### config.mk
export PLATFORM = sky130hd
export DESIGN_NAME = tsc_unit
export DESIGN_NICKNAME = d
export VERILOG_FILES = /design/src/tsc_pkg.sv /design/src/tsc_count_div.sv /design/src/tsc_unit.sv
export SDC_FILE = /design/constraint.sdc
export NUM_CORES = 1
export LEC_CHECK = 0
export BUFFER_PORTS_ARGS = -buffer_cell sky130_fd_sc_hd__buf_2
export CORE_MARGIN = 2
export CORE_UTILIZATION = 59
export DETAILED_ROUTE_END_ITERATION = 7
export HOLD_SLACK_MARGIN = 0.15
export PLACE_DENSITY = 0.89
export SYNTH_ARGS = -nofsm -noshare
export SYNTH_HDL_FRONTEND = slang
export SYNTH_SLANG_ARGS = --single-unit
### constraint.sdc
create_clock -name mclk -period 6.5 [get_ports mclk]
set_input_delay 1.3 -clock mclk [delete_from_list [all_inputs] [get_ports mclk]]
set_output_delay 1.3 -clock mclk [all_outputs]
set_load 0.01 [all_outputs]
### src/tsc_pkg.sv
package tsc_pkg;

    // Register byte addresses per unit (word registers on even addresses)
    localparam logic [19:0] TSC_ENABLE_OFS_U0 = 20'h0_F01B0;
    localparam logic [19:0] TSC_START_OFS_U0 = 20'h0_F01B2;
    localparam logic [19:0] TSC_STOP_OFS_U0 = 20'h0_F01B4;
    localparam logic [19:0] TSC_ENABLE_OFS_U1 = 20'h0_F01F0;
    localparam logic [19:0] TSC_START_OFS_U1 = 20'h0_F01F2;
    localparam logic [19:0] TSC_STOP_OFS_U1 = 20'h0_F01F4;
    localparam logic [19:0] TSC_ENABLE_OFS_U2 = 20'h0_F0230;
    localparam logic [19:0] TSC_START_OFS_U2 = 20'h0_F0232;
    localparam logic [19:0] TSC_STOP_OFS_U2 = 20'h0_F0234;

    // Reset values and capture start load value
    localparam logic [15:0] TSC_TRIG_RESET = 16'h0000;
    localparam logic [15:0] TSC_ENABLE_RESET = 16'h0000;
    localparam logic [15:0] TSC_CAPTURE_LOAD = 16'h0000;

    // Field positions
    localparam int TSC_CHAN_FIELD_LSB = 0;
    localparam int TSC_MAX_CHANNELS = 8;

    // Start source codes: software only, timer input pin edge
    localparam logic [2:0] TSC_SRC_SOFTWARE = 3'h0;
    localparam logic [2:0] TSC_SRC_PIN = 3'h1;

    // Count clock divide ratio from mclk
    localparam int TSC_COUNT_DIV = 4;

    typedef enum logic [2:0] {
        TSC_MODE_INTERVAL = 3'b000,
        TSC_MODE_CAPTURE = 3'b010,
        TSC_MODE_EVENT = 3'b011,
        TSC_MODE_ONE_COUNT = 3'b100,
        TSC_MODE_CAP_ONE = 3'b110
    } tsc_mode_type;

    typedef enum logic [1:0] {
        TSC_ST_STOPPED = 2'b00,
        TSC_ST_WAIT_CLK = 2'b01,
        TSC_ST_COUNTING = 2'b11,
        TSC_ST_WAIT_TRIG = 2'b10
    } tsc_state_type;

    typedef enum logic [1:0] {
        TSC_SIZE_WORD = 2'b00,
        TSC_SIZE_BYTE = 2'b01,
        TSC_SIZE_BIT = 2'b10
    } tsc_size_type;

    typedef struct packed {
        logic wr;
        logic rd;
        tsc_size_type size;
        logic [19:0] addr;
        logic [15:0] wdata;
        logic [2:0] bit_idx;
    } tsc_bus_req_type;

    typedef struct packed {
        tsc_mode_type mode_select_field;
        logic start_irq_select;
        logic [2:0] start_source_select;
    } tsc_chan_cfg_type;

endpackage

### src/tsc_count_div.sv
`timescale 1ns/1ps

// Produces a one-cycle count clock enable every DIV mclk cycles
module tsc_count_div
    import tsc_pkg::*;
#(
    parameter int DIV = TSC_COUNT_DIV
)
(
    // Clock and reset
    input wire logic mclk,
    input wire logic reset,
    // Enable pulse
    output logic tick
);

    localparam int CW = (DIV > 1) ? $clog2(DIV) : 1;
    localparam logic [CW-1:0] LAST = CW'(DIV - 1);

    logic [CW-1:0] count_reg;
    logic [CW-1:0] count_next;
    logic tick_reg;
    logic wrap;

    assign wrap = (count_reg == LAST);
    assign count_next = wrap ? '0 : count_reg + CW'(1);
    assign tick = tick_reg;

    always_ff @(posedge mclk)
    begin
        if (reset)
        begin
            count_reg <= '0;
            tick_reg <= 1'b0;
        end
        else
        begin
            count_reg <= count_next;
            tick_reg <= wrap;
        end
    end

endmodule

### src/tsc_unit.sv
`timescale 1ns/1ps

// Notes on behaviour
// - Start bit write sets channel enable status
// - Start trigger register always reads zero
// - Interval: next count clock loads reload, decrements
// - Interval/capture: start held until count clock
// - Event counter: start write loads reload immediately
// - Event counter ignores external start triggers
// - Event counter holds value while disabled
// - Capture: next count clock loads zero, increments
// - One-count: wait trigger, load reload, count down
// - Capture one-count: wait trigger, load zero, up
// - Pin-sourced trigger lags one count clock
// - Stop bit write clears enable, stops counting
// - Stop bit self-clears once enable is zero
// - Stop register: word, byte, bit writes low
// - Reset clears stop trigger register
// - Start bit self-clears once enable is one
// - Capture code 010, capture one-count 110
// - Stop trigger register always reads zero
module tsc_unit
    import tsc_pkg::*;
#(
    parameter int CHANNELS = TSC_MAX_CHANNELS,
    parameter int UNIT = 0,
    parameter int COUNT_DIV = TSC_COUNT_DIV
)
(
    // Clock and reset
    input wire logic mclk,
    input wire logic reset,
    // Register access
    input wire tsc_bus_req_type bus_req,
    output logic [15:0] rdata,
    // Channel setup
    input wire tsc_chan_cfg_type [CHANNELS-1:0] channel_mode_config,
    input wire logic [CHANNELS-1:0][15:0] reload_data,
    // Detected start triggers per channel
    input wire logic [CHANNELS-1:0] ext_start_trig,
    // Channel state
    output logic [CHANNELS-1:0] chan_enable_status,
    output logic [CHANNELS-1:0][15:0] channel_counter,
    output logic [CHANNELS-1:0] count_start_irq
);

    function automatic logic [19:0] unit_base(input int sel, input int u);
        logic [19:0] r;
        r = TSC_ENABLE_OFS_U0;
        case (u)
            1: r = (sel == 0) ? TSC_ENABLE_OFS_U1 :
                   (sel == 1) ? TSC_START_OFS_U1 : TSC_STOP_OFS_U1;
            2: r = (sel == 0) ? TSC_ENABLE_OFS_U2 :
                   (sel == 1) ? TSC_START_OFS_U2 : TSC_STOP_OFS_U2;
            default: r = (sel == 0) ? TSC_ENABLE_OFS_U0 :
                   (sel == 1) ? TSC_START_OFS_U0 : TSC_STOP_OFS_U0;
        endcase
        return r;
    endfunction

    // Trigger-register write mask for low-byte channel bits
    function automatic logic [CHANNELS-1:0] trig_mask(input tsc_bus_req_type r);
        logic [15:0] bits;
        bits = 16'h0000;
        case (r.size)
            TSC_SIZE_WORD: bits = r.wdata;
            TSC_SIZE_BYTE: bits = {8'h00, r.wdata[7:0]};
            TSC_SIZE_BIT: bits = 16'(r.wdata[0]) << r.bit_idx;
            default: bits = 16'h0000;
        endcase
        return bits[TSC_CHAN_FIELD_LSB +: CHANNELS];
    endfunction

    function automatic logic is_up_mode(input tsc_mode_type m);
        return (m == TSC_MODE_CAPTURE) || (m == TSC_MODE_CAP_ONE);
    endfunction

    function automatic logic is_one_count(input tsc_mode_type m);
        return (m == TSC_MODE_ONE_COUNT) || (m == TSC_MODE_CAP_ONE);
    endfunction

    localparam logic [19:0] ENABLE_ADDR = unit_base(0, UNIT);
    localparam logic [19:0] START_ADDR = unit_base(1, UNIT);
    localparam logic [19:0] STOP_ADDR = unit_base(2, UNIT);

    logic count_tick;

    tsc_count_div #(
        .DIV(COUNT_DIV)
    ) u_div (
        .mclk(mclk),
        .reset(reset),
        .tick(count_tick)
    );

    // Address decode
    wire hit_enable = (bus_req.addr == ENABLE_ADDR);
    wire hit_enable_hi = (bus_req.addr == ENABLE_ADDR + 20'h0_0001);
    wire wr_start = bus_req.wr && (bus_req.addr == START_ADDR);
    wire wr_stop = bus_req.wr && (bus_req.addr == STOP_ADDR);
    wire [CHANNELS-1:0] wmask = trig_mask(bus_req);

    logic [CHANNELS-1:0] start_trig_reg;
    logic [CHANNELS-1:0] start_trig_next;
    logic [CHANNELS-1:0] stop_trig_reg;
    logic [CHANNELS-1:0] stop_trig_next;
    logic [CHANNELS-1:0] enable_reg;
    logic [CHANNELS-1:0] enable_next;
    logic [15:0] rdata_reg;
    logic [15:0] rdata_next;

    // A new write wins over the self-clear in the same cycle
    assign start_trig_next = (start_trig_reg & ~enable_next)
                           | (wr_start ? wmask : '0);
    assign stop_trig_next = (stop_trig_reg & enable_next)
                          | (wr_stop ? wmask : '0);
    // Stop wins over start when both are pending
    assign enable_next = (enable_reg | start_trig_reg) & ~stop_trig_reg;

    // Only the enable register returns data; trigger registers read zero
    assign rdata_next = (!bus_req.rd) ? rdata_reg :
                        hit_enable ? 16'(enable_reg) :
                        hit_enable_hi ? 16'h0000 :
                        16'h0000;

    always_ff @(posedge mclk)
    begin
        if (reset)
        begin
            start_trig_reg <= CHANNELS'(TSC_TRIG_RESET);
            stop_trig_reg <= CHANNELS'(TSC_TRIG_RESET);
            enable_reg <= CHANNELS'(TSC_ENABLE_RESET);
            rdata_reg <= 16'h0000;
        end
        else
        begin
            start_trig_reg <= start_trig_next;
            stop_trig_reg <= stop_trig_next;
            enable_reg <= enable_next;
            rdata_reg <= rdata_next;
        end
    end

    assign rdata = rdata_reg;
    assign chan_enable_status = enable_reg;

    // Per-channel start control and counter
    tsc_state_type state_reg [CHANNELS];
    tsc_state_type state_next [CHANNELS];
    logic [15:0] cnt_reg [CHANNELS];
    logic [15:0] cnt_next [CHANNELS];
    logic [CHANNELS-1:0] pin_pend_reg;
    logic [CHANNELS-1:0] pin_pend_next;
    logic [CHANNELS-1:0] irq_reg;
    logic [CHANNELS-1:0] irq_next;

    genvar ch;
    generate
        for (ch = 0; ch < CHANNELS; ch = ch + 1)
        begin : g_chan
            tsc_mode_type mode;
            logic start_evt;
            logic stop_evt;
            logic trig_seen;
            logic from_pin;
            logic up;
            logic [15:0] first_val;
            logic at_end;

            assign mode = channel_mode_config[ch].mode_select_field;
            assign start_evt = start_trig_reg[ch] && !stop_trig_reg[ch];
            assign stop_evt = stop_trig_reg[ch];
            assign from_pin = (channel_mode_config[ch].start_source_select == TSC_SRC_PIN);
            assign up = is_up_mode(mode);
            assign first_val = up ? TSC_CAPTURE_LOAD : reload_data[ch];
            assign at_end = up ? (cnt_reg[ch] == 16'hFFFF) : (cnt_reg[ch] == 16'h0000);
            // External triggers count only in the one-count modes
            assign trig_seen = ext_start_trig[ch] && is_one_count(mode);

            always_comb
            begin
                state_next[ch] = state_reg[ch];
                cnt_next[ch] = cnt_reg[ch];
                pin_pend_next[ch] = pin_pend_reg[ch];
                irq_next[ch] = 1'b0;
                if (stop_evt)
                begin
                    // Counter keeps its value when stopped
                    state_next[ch] = TSC_ST_STOPPED;
                    pin_pend_next[ch] = 1'b0;
                end
                else
                begin
                    case (state_reg[ch])
                        TSC_ST_STOPPED:
                        begin
                            if (start_evt)
                            begin
                                case (mode)
                                    TSC_MODE_EVENT:
                                    begin
                                        cnt_next[ch] = reload_data[ch];
                                        state_next[ch] = TSC_ST_COUNTING;
                                    end
                                    TSC_MODE_ONE_COUNT, TSC_MODE_CAP_ONE:
                                        state_next[ch] = TSC_ST_WAIT_TRIG;
                                    default:
                                        state_next[ch] = TSC_ST_WAIT_CLK;
                                endcase
                            end
                        end
                        TSC_ST_WAIT_CLK:
                        begin
                            // Counter keeps prior value until the count clock
                            if (count_tick)
                            begin
                                cnt_next[ch] = first_val;
                                state_next[ch] = TSC_ST_COUNTING;
                                irq_next[ch] = channel_mode_config[ch].start_irq_select;
                            end
                        end
                        TSC_ST_WAIT_TRIG:
                        begin
                            if (pin_pend_reg[ch] && count_tick)
                            begin
                                pin_pend_next[ch] = 1'b0;
                                state_next[ch] = TSC_ST_WAIT_CLK;
                            end
                            else if (trig_seen && from_pin)
                                pin_pend_next[ch] = 1'b1;
                            else if (trig_seen)
                                state_next[ch] = TSC_ST_WAIT_CLK;
                        end
                        TSC_ST_COUNTING:
                        begin
                            if (mode == TSC_MODE_ONE_COUNT && trig_seen
                                && channel_mode_config[ch].start_irq_select)
                                state_next[ch] = TSC_ST_WAIT_CLK;
                            else if (count_tick)
                            begin
                                if (is_one_count(mode) && at_end)
                                    state_next[ch] = TSC_ST_WAIT_TRIG;
                                else if (!up && at_end)
                                    cnt_next[ch] = reload_data[ch];
                                else if (up)
                                    cnt_next[ch] = cnt_reg[ch] + 16'h0001;
                                else
                                    cnt_next[ch] = cnt_reg[ch] - 16'h0001;
                            end
                        end
                        default:
                            state_next[ch] = TSC_ST_STOPPED;
                    endcase
                end
            end

            always_ff @(posedge mclk)
            begin
                if (reset)
                begin
                    state_reg[ch] <= TSC_ST_STOPPED;
                    cnt_reg[ch] <= 16'h0000;
                    pin_pend_reg[ch] <= 1'b0;
                    irq_reg[ch] <= 1'b0;
                end
                else
                begin
                    // Disabled event counter simply holds cnt_reg
                    state_reg[ch] <= state_next[ch];
                    cnt_reg[ch] <= cnt_next[ch];
                    pin_pend_reg[ch] <= pin_pend_next[ch];
                    irq_reg[ch] <= irq_next[ch];
                end
            end

            assign channel_counter[ch] = cnt_reg[ch];
        end
    endgenerate

    assign count_start_irq = irq_reg;

endmodule

==> Word-level counts from Yosys, hierarchy flattened <==
Memories as Yosys holds them, arrays and structs flattened.
Index checks and enable logic that the tools add are counted.
{ "totals": {"regBits": 59, "ram_bits": 144, "inputBits": 237, "out_inout_bits": 160, "wordCells": 532, "memories": 2} }
{ "classes": {"n_addsub": 17, "eq_ne": 78, "shift": 1, "muxes": 223, "n_bitwise": 33, "reduce_logical": 156} }
{ "memory_table": {"columns": ["name", "depth", "width", "read_ports", "rd_clocked_by_memory_dff", "wr", "line", "text"], "rows": [
  ["cnt_reg", 8, 16, 8, 0, 8, "tsc_unit.sv:150", "logic [15:0] cnt_reg [CHANNELS];"],
  ["state_reg", 8, 2, 8, 0, 8, "tsc_unit.sv:148", "tsc_state_type state_reg [CHANNELS];"]
]} }
{ "ops": {"columns": ["cell", "n"], "rows": [
  ["$mux W16", 88],
  ["$pmux W16 S3", 8],
  ["$mux W2", 80],
  ["$add A16 B1 Y16 const B", 8],
  ["$eq A16 B16 Y1 const B", 8],
  ["$logic_not A16 Y1", 8],
  ["$sub A16 B1 Y16 const B", 8],
  ["$logic_and A1 B1 Y1", 66],
  ["$pmux W2 S4", 8],
  ["$eq A20 B20 Y1 const B", 3],
  ["$eq A3 B2 Y1 const B", 16],
  ["$eq A3 B3 Y1 const B", 16],
  ["$eq A2 B2 Y1 const B", 18],
  ["$reduce_or A2 Y1", 17],
  ["$pmux W2 S2", 8],
  ["$reduce_or A4 Y1", 8],
  ["$mux W1", 27],
  ["$and A8 B8 Y8", 3],
  ["$eq A3 B1 Y1 const B", 8],
  ["$mux W8", 3],
  ["$or A8 B8 Y8", 3],
  ["$pmux W8 S3", 1],
  ["$eq A2 B1 Y1 const B", 9],
  ["$logic_not A2 Y1", 9],
  ["9 further kinds", 77]
]} }

==> Logic depth before layout (Yosys ltp) <==
Gate-level depths: netlist (run 1).
{ "logic_depth": {"ltp_word": 11, "depth_mapped": 14, "depth_no_buf": 11} }

==> By module <==
Synthesis (run 1) repeated with hierarchy kept, for this count alone.
{ "unflattened": {"hier_cells": 2055, "hier_area_um2": 15174.6} }
{ "by_module_without_submodules": {"columns": ["module", "instances", "cells_per_inst", "area_per_inst_um2"], "rows": [
  ["tsc_unit", 1, 2048, 15070.7],
  ["tsc_count_div", 1, 7, 103.8]
]} }

==> Worst setup path after synthesis (run 1) <==
OpenSTA, ideal clock, no wires.
{ "synth_path": {"path_type": "input to register", "from": "input channel_mode_config[54] in the netlist's numbering", "to": "memory cnt_reg[7][14] (netlist: cnt_reg[1][62])", "setup_ns": 0.132, "t_arrival_ns": 4.101, "required_ns": 6.368, "path_slack_ns": 2.267, "stages": 13, "path_buffers": 3, "path_cell_list": "nor2b_1 > clkbuf_1 > clkbuf_1 > clkbuf_1 > xnor2_1 > ha_1 > nor3_1 > a21oi_1 > or4_1 > a311o_1 > xor2_1 > a221oi_2 > nor3_1"} }
{ "synth_rtl": {"columns": ["element", "line", "text"], "rows": [
  ["start: declaration", "tsc_unit.sv:37", "input wire tsc_chan_cfg_type [CHANNELS-1:0] channel_mode_config,"],
  ["end: declaration", "tsc_unit.sv:150", null]
]} }

==> impl_results.md, run 1 <==
- Status: finished, final reports clean
- Largest net degree at the start of global routing: 71
- Normalized max-slew margin: 19.08%
- Top-count cell post-synth: nor2_1
- Initial antenna violation count: 9
- FF-to-FF Start: cnt_reg[1][48]$_SDFFE_PP0P_
- Total GRT Usage: 34.46%
- Worst setup slack after layout: 2089 ps
- Final Core Density: 69.62%
- Placed inst area: 0.01742 mm²
- Req. time, crit path: 6790 ps
- Share of cells above drive strength 1: 19.82%
- Hold crit path type: flip-flop to flip-flop
- Vias/cell: 6.481
- DRC Markers: 0
- Mean Syn Cell Area: 7.382 µm²
- Hold wc startpoint: u_div.count_reg[0]$_SDFF_PP0_
- Sequential fraction of the synthesis area: 25.15%
- Critical path arrival: 4700 ps
- Postcts setup bufs: 0
- FFs w/ async S/R, synth: 0%
- Clock tree buffer depth: 2
- Die area: 0.02763 mm²
- Final slew viol count: 0
- CTS tree: done
- Post-synth top cells: 225 x nor2_1, 195 x dfxtp_1, 175 x nand2_1
- Final Hold Violating Endpoints: 0
- Setup CP Type: primary input to flip-flop
- Worst Clk Skew: 21.30 ps
- Std cell rows: 59
- Synth unique cells: 90
- Nets: 2679
- Minimum clock period: 4411 ps
- Placed cells: 2685
- Gpl congestion: 0.9609
- Yosys top cell area share: 25.15%
- Setup violators final: 0
- Clk sinks: 195
- Die width: 166.2 µm
- Clk Latency, worst-skew pair: 440 ps
- Area grow syn2layout: 16.19%
- Setup TNS: 0 ps
- Antenna Nets Post-Route: 0
- Grt ovf: 0
- I/O pins: 397
- Synth warn: 0
- H-tree levels: 4
- Starting Density: 59.92%
- Fin cells: 2725
- Via count: 17.66k
- Worst slack, placed: 1690 ps
- PwrDens: 167.3 mW/mm²
- # resized after CTS: 0
- Worst setup path start: channel_mode_config[32]
- Detail Placement HPWL: 36880 µm
- Post-Syn Instances: 2103
- Num CTS Buffers: 17
- Cell area after layout: 0.01804 mm²
- Post-synthesis register bit count: 195
- Leading area contributor after synthesis: dfxtp_1
- Placeable Area: 0.02591 mm²
- Worst-path fanout max: 21
- RSZ-0062 raised after global routing: false
- CTS Hold Buffers Added: 0
- Root Driver: clkbuf_16
- Die height: 166.2 µm
- Worst slew pin tran: 1206 ps
- CTS clk-pin slew, worst paths: 90 ps
- MaxCap Viol Count: 0
- Ys flop type: dfxtp_1
- Initial DRC count: 1970
- Synth Cell Area: 0.01552 mm²
- Pre-Repair DR Iteration Count: 6
- Crit end category: flip-flop
- I/O Buffers: 380
- Standby leakage power: 7.544 nW
- Peak Freq: 226.7 MHz
- Hold WS: 440.7 ps
- Max reg flops: 128
- CP startpoint kind: primary input
- First-pass GRT wire length: 80560 µm
- Period utilization: 67.87%
- Vias in the first global route: 16.41k
- IR Drop Worst-Case VDD: 0.0001366 V
- Dominant cells by area after synthesis: dfxtp_1 25%, ha_1 5.7%, nor2_1 5.4%
- Final wirelength: 50260 µm
- Pwr Total: 3.018 mW
- WL/cell: 18.44 µm
- EDFF count, synth: 0
-- layer usage --
| layer | GRT usage (%) | vias to the layer above | part of all wire (%) |
|---|---|---|---|
| met3 | 5.601 | 147 | 8.1 |
| li1 | - | 8393 | - |
| met1 | 43.90 | 8253 | 42 |
| met2 | 57.59 | 864 | 47 |
| met4 | 15.48 | 4 | 3.7 |
| met5 | 0 | - | 0.036 |
-- critical path, stage by stage --
cell and delay (ps):
buf_2 110, nand2b_1 580, ha_1 590, and3_1 220, a221oi_1 250, o22ai_1 170, o41ai_1 680, o21ai_0 250
and4b_1 270, nor3_1 190, a21oi_1 90
-- final timing paths --
| path | cells past startpoint | slack [ps] | to |
|---|---|---|---|
| worst max-delay path | 11 | 2090 | cnt_reg[1][15]$_SDFFE_PP0P_ |
| worst min-delay path | 1 | 440 | u_div.count_reg[0]$_SDFF_PP0_ |
| worst max register to register | 8 | 3230 | cnt_reg[1][60]$_SDFFE_PP0P_ |
| worst min register to register | 1 | 440 | u_div.count_reg[0]$_SDFF_PP0_ |
-- kinds of logic after synthesis --
family                     synth area share (%)
and+or+nand+nor                           26.47
muxes                                     1.862
DFF                                       25.15
adders and majority gates                 5.980
AOI/OAI and AO/OA                         28.72
buffers and inverters                     5.488
xor gates and xnor gates                  6.318
other                                   0.02415
-- placed cells by master, fill, tap and decap left out, drive strengths merged, types with 22 or more instances in the layout --
master and count:
buf 400, nor2 225, dfxtp 195, nand2 175, a21oi 149, o21ai 109
nor3 93, xnor2 82, a22oi 82, a211oi 80, ha 71, inv 56
nor4 44, nor2b 41, nand3 41, nand4 36, and3 31, xor2 30
a31oi 25, o31ai 23, nand2b 22, or3 22
-- power by group --
part | total (mW) | internal [mW] | switching, mW
combinational | 0.668 | 0.293 | 0.375
sequential | 1.24 | 1.21 | 0.0298
clock | 1.11 | 0.596 | 0.509
total | 3.02 | 2.10 | 0.914
-- layout make-up --
cell class              instances  area (µm²)
diodes                          8       20.02
multi-input cells            1701       10840
fillers                      2166        7873
repair buffers                400        2054
inverters                      54       202.7
well taps                     335       419.2
clock buffers                  19       452.9
clock inverters                13       148.9
flip-flops and latches        195        3905
(Power assumes the default switching activity.)
==> run 2: changes to the inputs <==
Settings changed: ABC_AREA set to 1, CORE_UTILIZATION 59 to 51, PLACE_DENSITY 0.89 to 0.8.
Clock period 6.5 ns to 4 ns, I/O delays scaled along.
==> run 2 against run 1 <==
Net effect:
- first-iteration DRC count fell by 10%
- sequential share of layout area down 2.5 points
- area after synthesis grew 14%
- utilization decreased by 10 points
- critical endpoint is now cnt_reg[0][15]$_SDFFE_PP0P_
- highest routed layer unchanged
==> impl_results.md, run 2 <==
- Switching share of total power: 50.03% (+20 points)
- Mean Syn Cell Area: 5.827 µm² (-21%)
- Synth Cell Area: 0.01770 mm² (+14%)
- DRC Markers: 0 (unchanged)
- CTS Hold Buffers Added: 0 (unchanged)
- Sequential Power Share: 26.0% (-15 points)
- Top-count cell post-synth: nand2_1
- Max incr delay on CP: 460 ps (-220 ps)
- Period utilization: 74.33%
- Via count: 21.72k (+23%)
- Hold Path Sink: u_div.count_reg[0]$_SDFF_PP0_
- Worst Reg2Reg Path Length in Cells: 8 (unchanged)
- Die height: 190.3 µm (+14%)
- Standby leakage power: 10.53 nW (+40%)
- Starting Density: 51.49% (-8.4 points)
- Ys flop type: dfxtp_1
- Pre-Repair DR Iteration Count: 6 (unchanged)
- Die area: 0.03621 mm² (+31%)
- Worst slew pin tran: 910.1 ps (-295.5 ps)
- Antenna Nets Post-Route: 0 (unchanged)
- Synth unique cells: 59 (-34%)
- Final slew viol count: 0 (unchanged)
- Clk Latency, worst-skew pair: 460 ps (+20 ps)
- Worst-path fanout max: 18 (-14%)
- Yosys top cell area share: 22.06% (-3.1 points)
- Leading area contributor after synthesis: dfxtp_1
- Total GRT Usage: 32.76% (-1.7 points)
- Largest net degree at the start of global routing: 112 (+58%)
- Critical-path cell list: buf_2, nor2_1, inv_1, ha_1, a21oi_1, nand2_1, a21boi_0, o21ai_0, nand3_1, nand2_1, nand2_1, nand3_1, nand2_1, nand2_1, nand2_1, inv_1
- Minimum clock period: 2973 ps
- Num CTS Buffers: 17 (unchanged)
- I/O pins: 397 (unchanged)
- Worst Clk Skew: 11.70 ps (-9.601 ps)
- Sequential fraction of the synthesis area: 22.06% (-3.1 points)
- Dominant cells by area after synthesis: dfxtp_1 22%, nand2_1 16%, a21oi_1 8.4%
- WHS Path Cells: 1 (unchanged)
- FF-to-FF Start: u_div.tick$_SDFF_PP0_
- P_sw: 4.965 mW (+440%)
- Most common cell after layout, fill and taps aside: nand2_1
- EDFF count, synth: 0 (unchanged)
- # resized after CTS: 0 (unchanged)
- Clock tree buffer depth: 2 (unchanged)
- PwrDens: 485.8 mW/mm² (+190%)
- Clock Power Share: 17.3% (-19 points)
- Crit end category: flip-flop
- First-pass GRT wire length: 96950 µm (+20%)
- Share of cells above drive strength 1: 14.54% (-5.3 points)
- Hold WS: 437.8 ps (-2.955 ps)
- Std cell rows: 68 (+15%)
- Synth warn: 0 (unchanged)
- Area grow syn2layout: 15.43%
- Clk sinks: 195 (unchanged)
- Post-synth top cells: 772 x nand2_1, 365 x nor2_1, 361 x inv_1
- Hold crit path type: flip-flop to flip-flop
- Most used cell, CP: nand2_1
- Delay-heaviest family, CP: simple AND/OR/NAND/NOR gates
- CP startpoint kind: primary input
- H-tree levels: 4 (unchanged)
- Initial antenna violation count: 3 (-6)
- Final Hold Violating Endpoints: 0 (unchanged)
- Postcts setup bufs: 0 (unchanged)
- Setup violators final: 0 (unchanged)
- Root Driver: clkbuf_16
- Setup TNS: 0 ps (unchanged)
- Gpl congestion: 1.003 (+4.4%)
- Gate power share: 56.7% (+35 points)
- Peak Freq: 336.3 MHz
- RSZ-0062 raised after global routing: false
- Vias/cell: 5.665 (-13%)
- Pwr Total: 9.924 mW (+230%)
- Die width: 190.3 µm (+14%)
- Int Power: 4.958 mW (+140%)
- Status: finished, final reports clean
- FFs w/ async S/R, synth: 0% (unchanged)
- Req. time, crit path: 4350 ps (-2440 ps)
- IR Drop Worst-Case VDD: 0.0003893 V (+180%)
- Setup CP Type: primary input to flip-flop
- Reg2reg end: cnt_reg[0][15]$_SDFFE_PP0P_
- CTS clk-pin slew, worst paths: 80 ps (about the same)
- Nets: 3675 (+37%)
- Post-synthesis register bit count: 195 (unchanged)
- Placeable Area: 0.03437 mm² (+33%)
- Max reg flops: 128 (unchanged)
- I/O Buffers: 380 (unchanged)
- Hold wc startpoint: u_div.count_reg[0]$_SDFF_PP0_
- Grt ovf: 0 (unchanged)
- CTS tree: done
- Post-Syn Instances: 3037 (+44%)
- MaxCap Viol Count: 0 (unchanged)
- Vias in the first global route: 19.82k (+21%)
- Normalized max-slew margin: 39.18% (+20 points)
- Worst R2R Setup Slack: 1430 ps (-1800 ps)
- Critical path arrival: 3330 ps (-1370 ps)
- WL/cell: 16.02 µm (-13%)
- CP max stage cell: ha_1
- Buf/Inv on CP: 3 (+2)
- Final wirelength: 61410 µm (+22%)
- Detail Placement HPWL: 47240 µm (+28%)
- Initial DRC count: 1766 (-10%)
- Leading cell types in the layout, fill and taps excluded: 772 x nand2_1, 380 x buf_2, 365 x nor2_1
## run 2: layout make-up
class,count,area (µm²)
Clock inverter,14,137.6
Clock buffer,18,429.2
Sequential cell,195,3904
Inverter,375,1409
Antenna cell,1,2.502
Multi-Input combinational cell,2377,11920
Tap cell,455,569.3
Fill cell,3465,13940
Timing Repair Buffer,399,2057
## run 2: routing by layer
metal  part of all wire, %  wire length [µm]  global-route usage [%]  vias up
met1                    42             25990                   42.15     9843
met4                   3.4              2096                   14.10        4
met3                   8.5              5238                   4.969      142
li1                      -                 -                       -    10730
met5                 0.039                24                       0        -
met2                    46             28060                   54.43     1004
## run 2: worst reg2reg max path, delay by kind of cell (launching register included)
family	cells	cell delay, ps
AND/OR/NAND/NOR	5	1650
flip-flops	1	370
buffers and inverters	2	300
AO/OA/AOI/OAI	1	160
## run 2: how the worst max path moves through the flow
stage                     cells after the start                           to                    start
after floorplan                              14  cnt_reg[1][13]$_SDFFE_PP0P_  channel_mode_config[33]
after global placement                       17  cnt_reg[0][15]$_SDFFE_PP0P_   channel_mode_config[5]
after detailed placement                     16  cnt_reg[0][15]$_SDFFE_PP0P_   channel_mode_config[4]
after CTS                                    16  cnt_reg[0][15]$_SDFFE_PP0P_   channel_mode_config[4]
after global routing                         15  cnt_reg[0][15]$_SDFFE_PP0P_   channel_mode_config[4]
final                                        16  cnt_reg[0][15]$_SDFFE_PP0P_   channel_mode_config[4]
## run 2: kinds of logic after synthesis
| family | synth area share [%] |
|---|---|
| and+or+nand+nor | 37.63 |
| AOI/OAI and AO/OA | 21.13 |
| buffers and inverters | 10.73 |
| DFF | 22.06 |
| adders and majority gates | 5.246 |
| xor gates and xnor gates | 3.182 |
| other | 0.02119 |
## run 2: power by group through the flow
stage / Clock (mW) / Sequential [mW] / Combinational (mW)
after floorplan: 0 / 2.58 / 4.03
after global placement: 0 / 2.60 / 5.40
after detailed placement: 0 / 2.60 / 5.49
after CTS: 1.75 / 2.56 / 5.52
after global routing: 1.83 / 2.61 / 6.32
final: 1.72 / 2.58 / 5.63
## run 2: metrics by stage
| step | std cells | cell area [µm²] | util, % | setup WS [ps] |
|---|---|---|---|---|
| 3_5_place_dp | 3801 | 19860 | 57.78 | 609.9 |
| 4_1_cts | 3833 | 20430 | 59.42 | 1087 |
| 3_3_place_gp | 3801 | 19860 | 57.78 | 645.4 |
| 2_1_floorplan | 3044 | 17720 | - | 1127 |
| 6_report | 3834 | 20430 | 59.43 | 1027 |
| 5_1_grt | 3834 | 20430 | 59.43 | 801.3 |
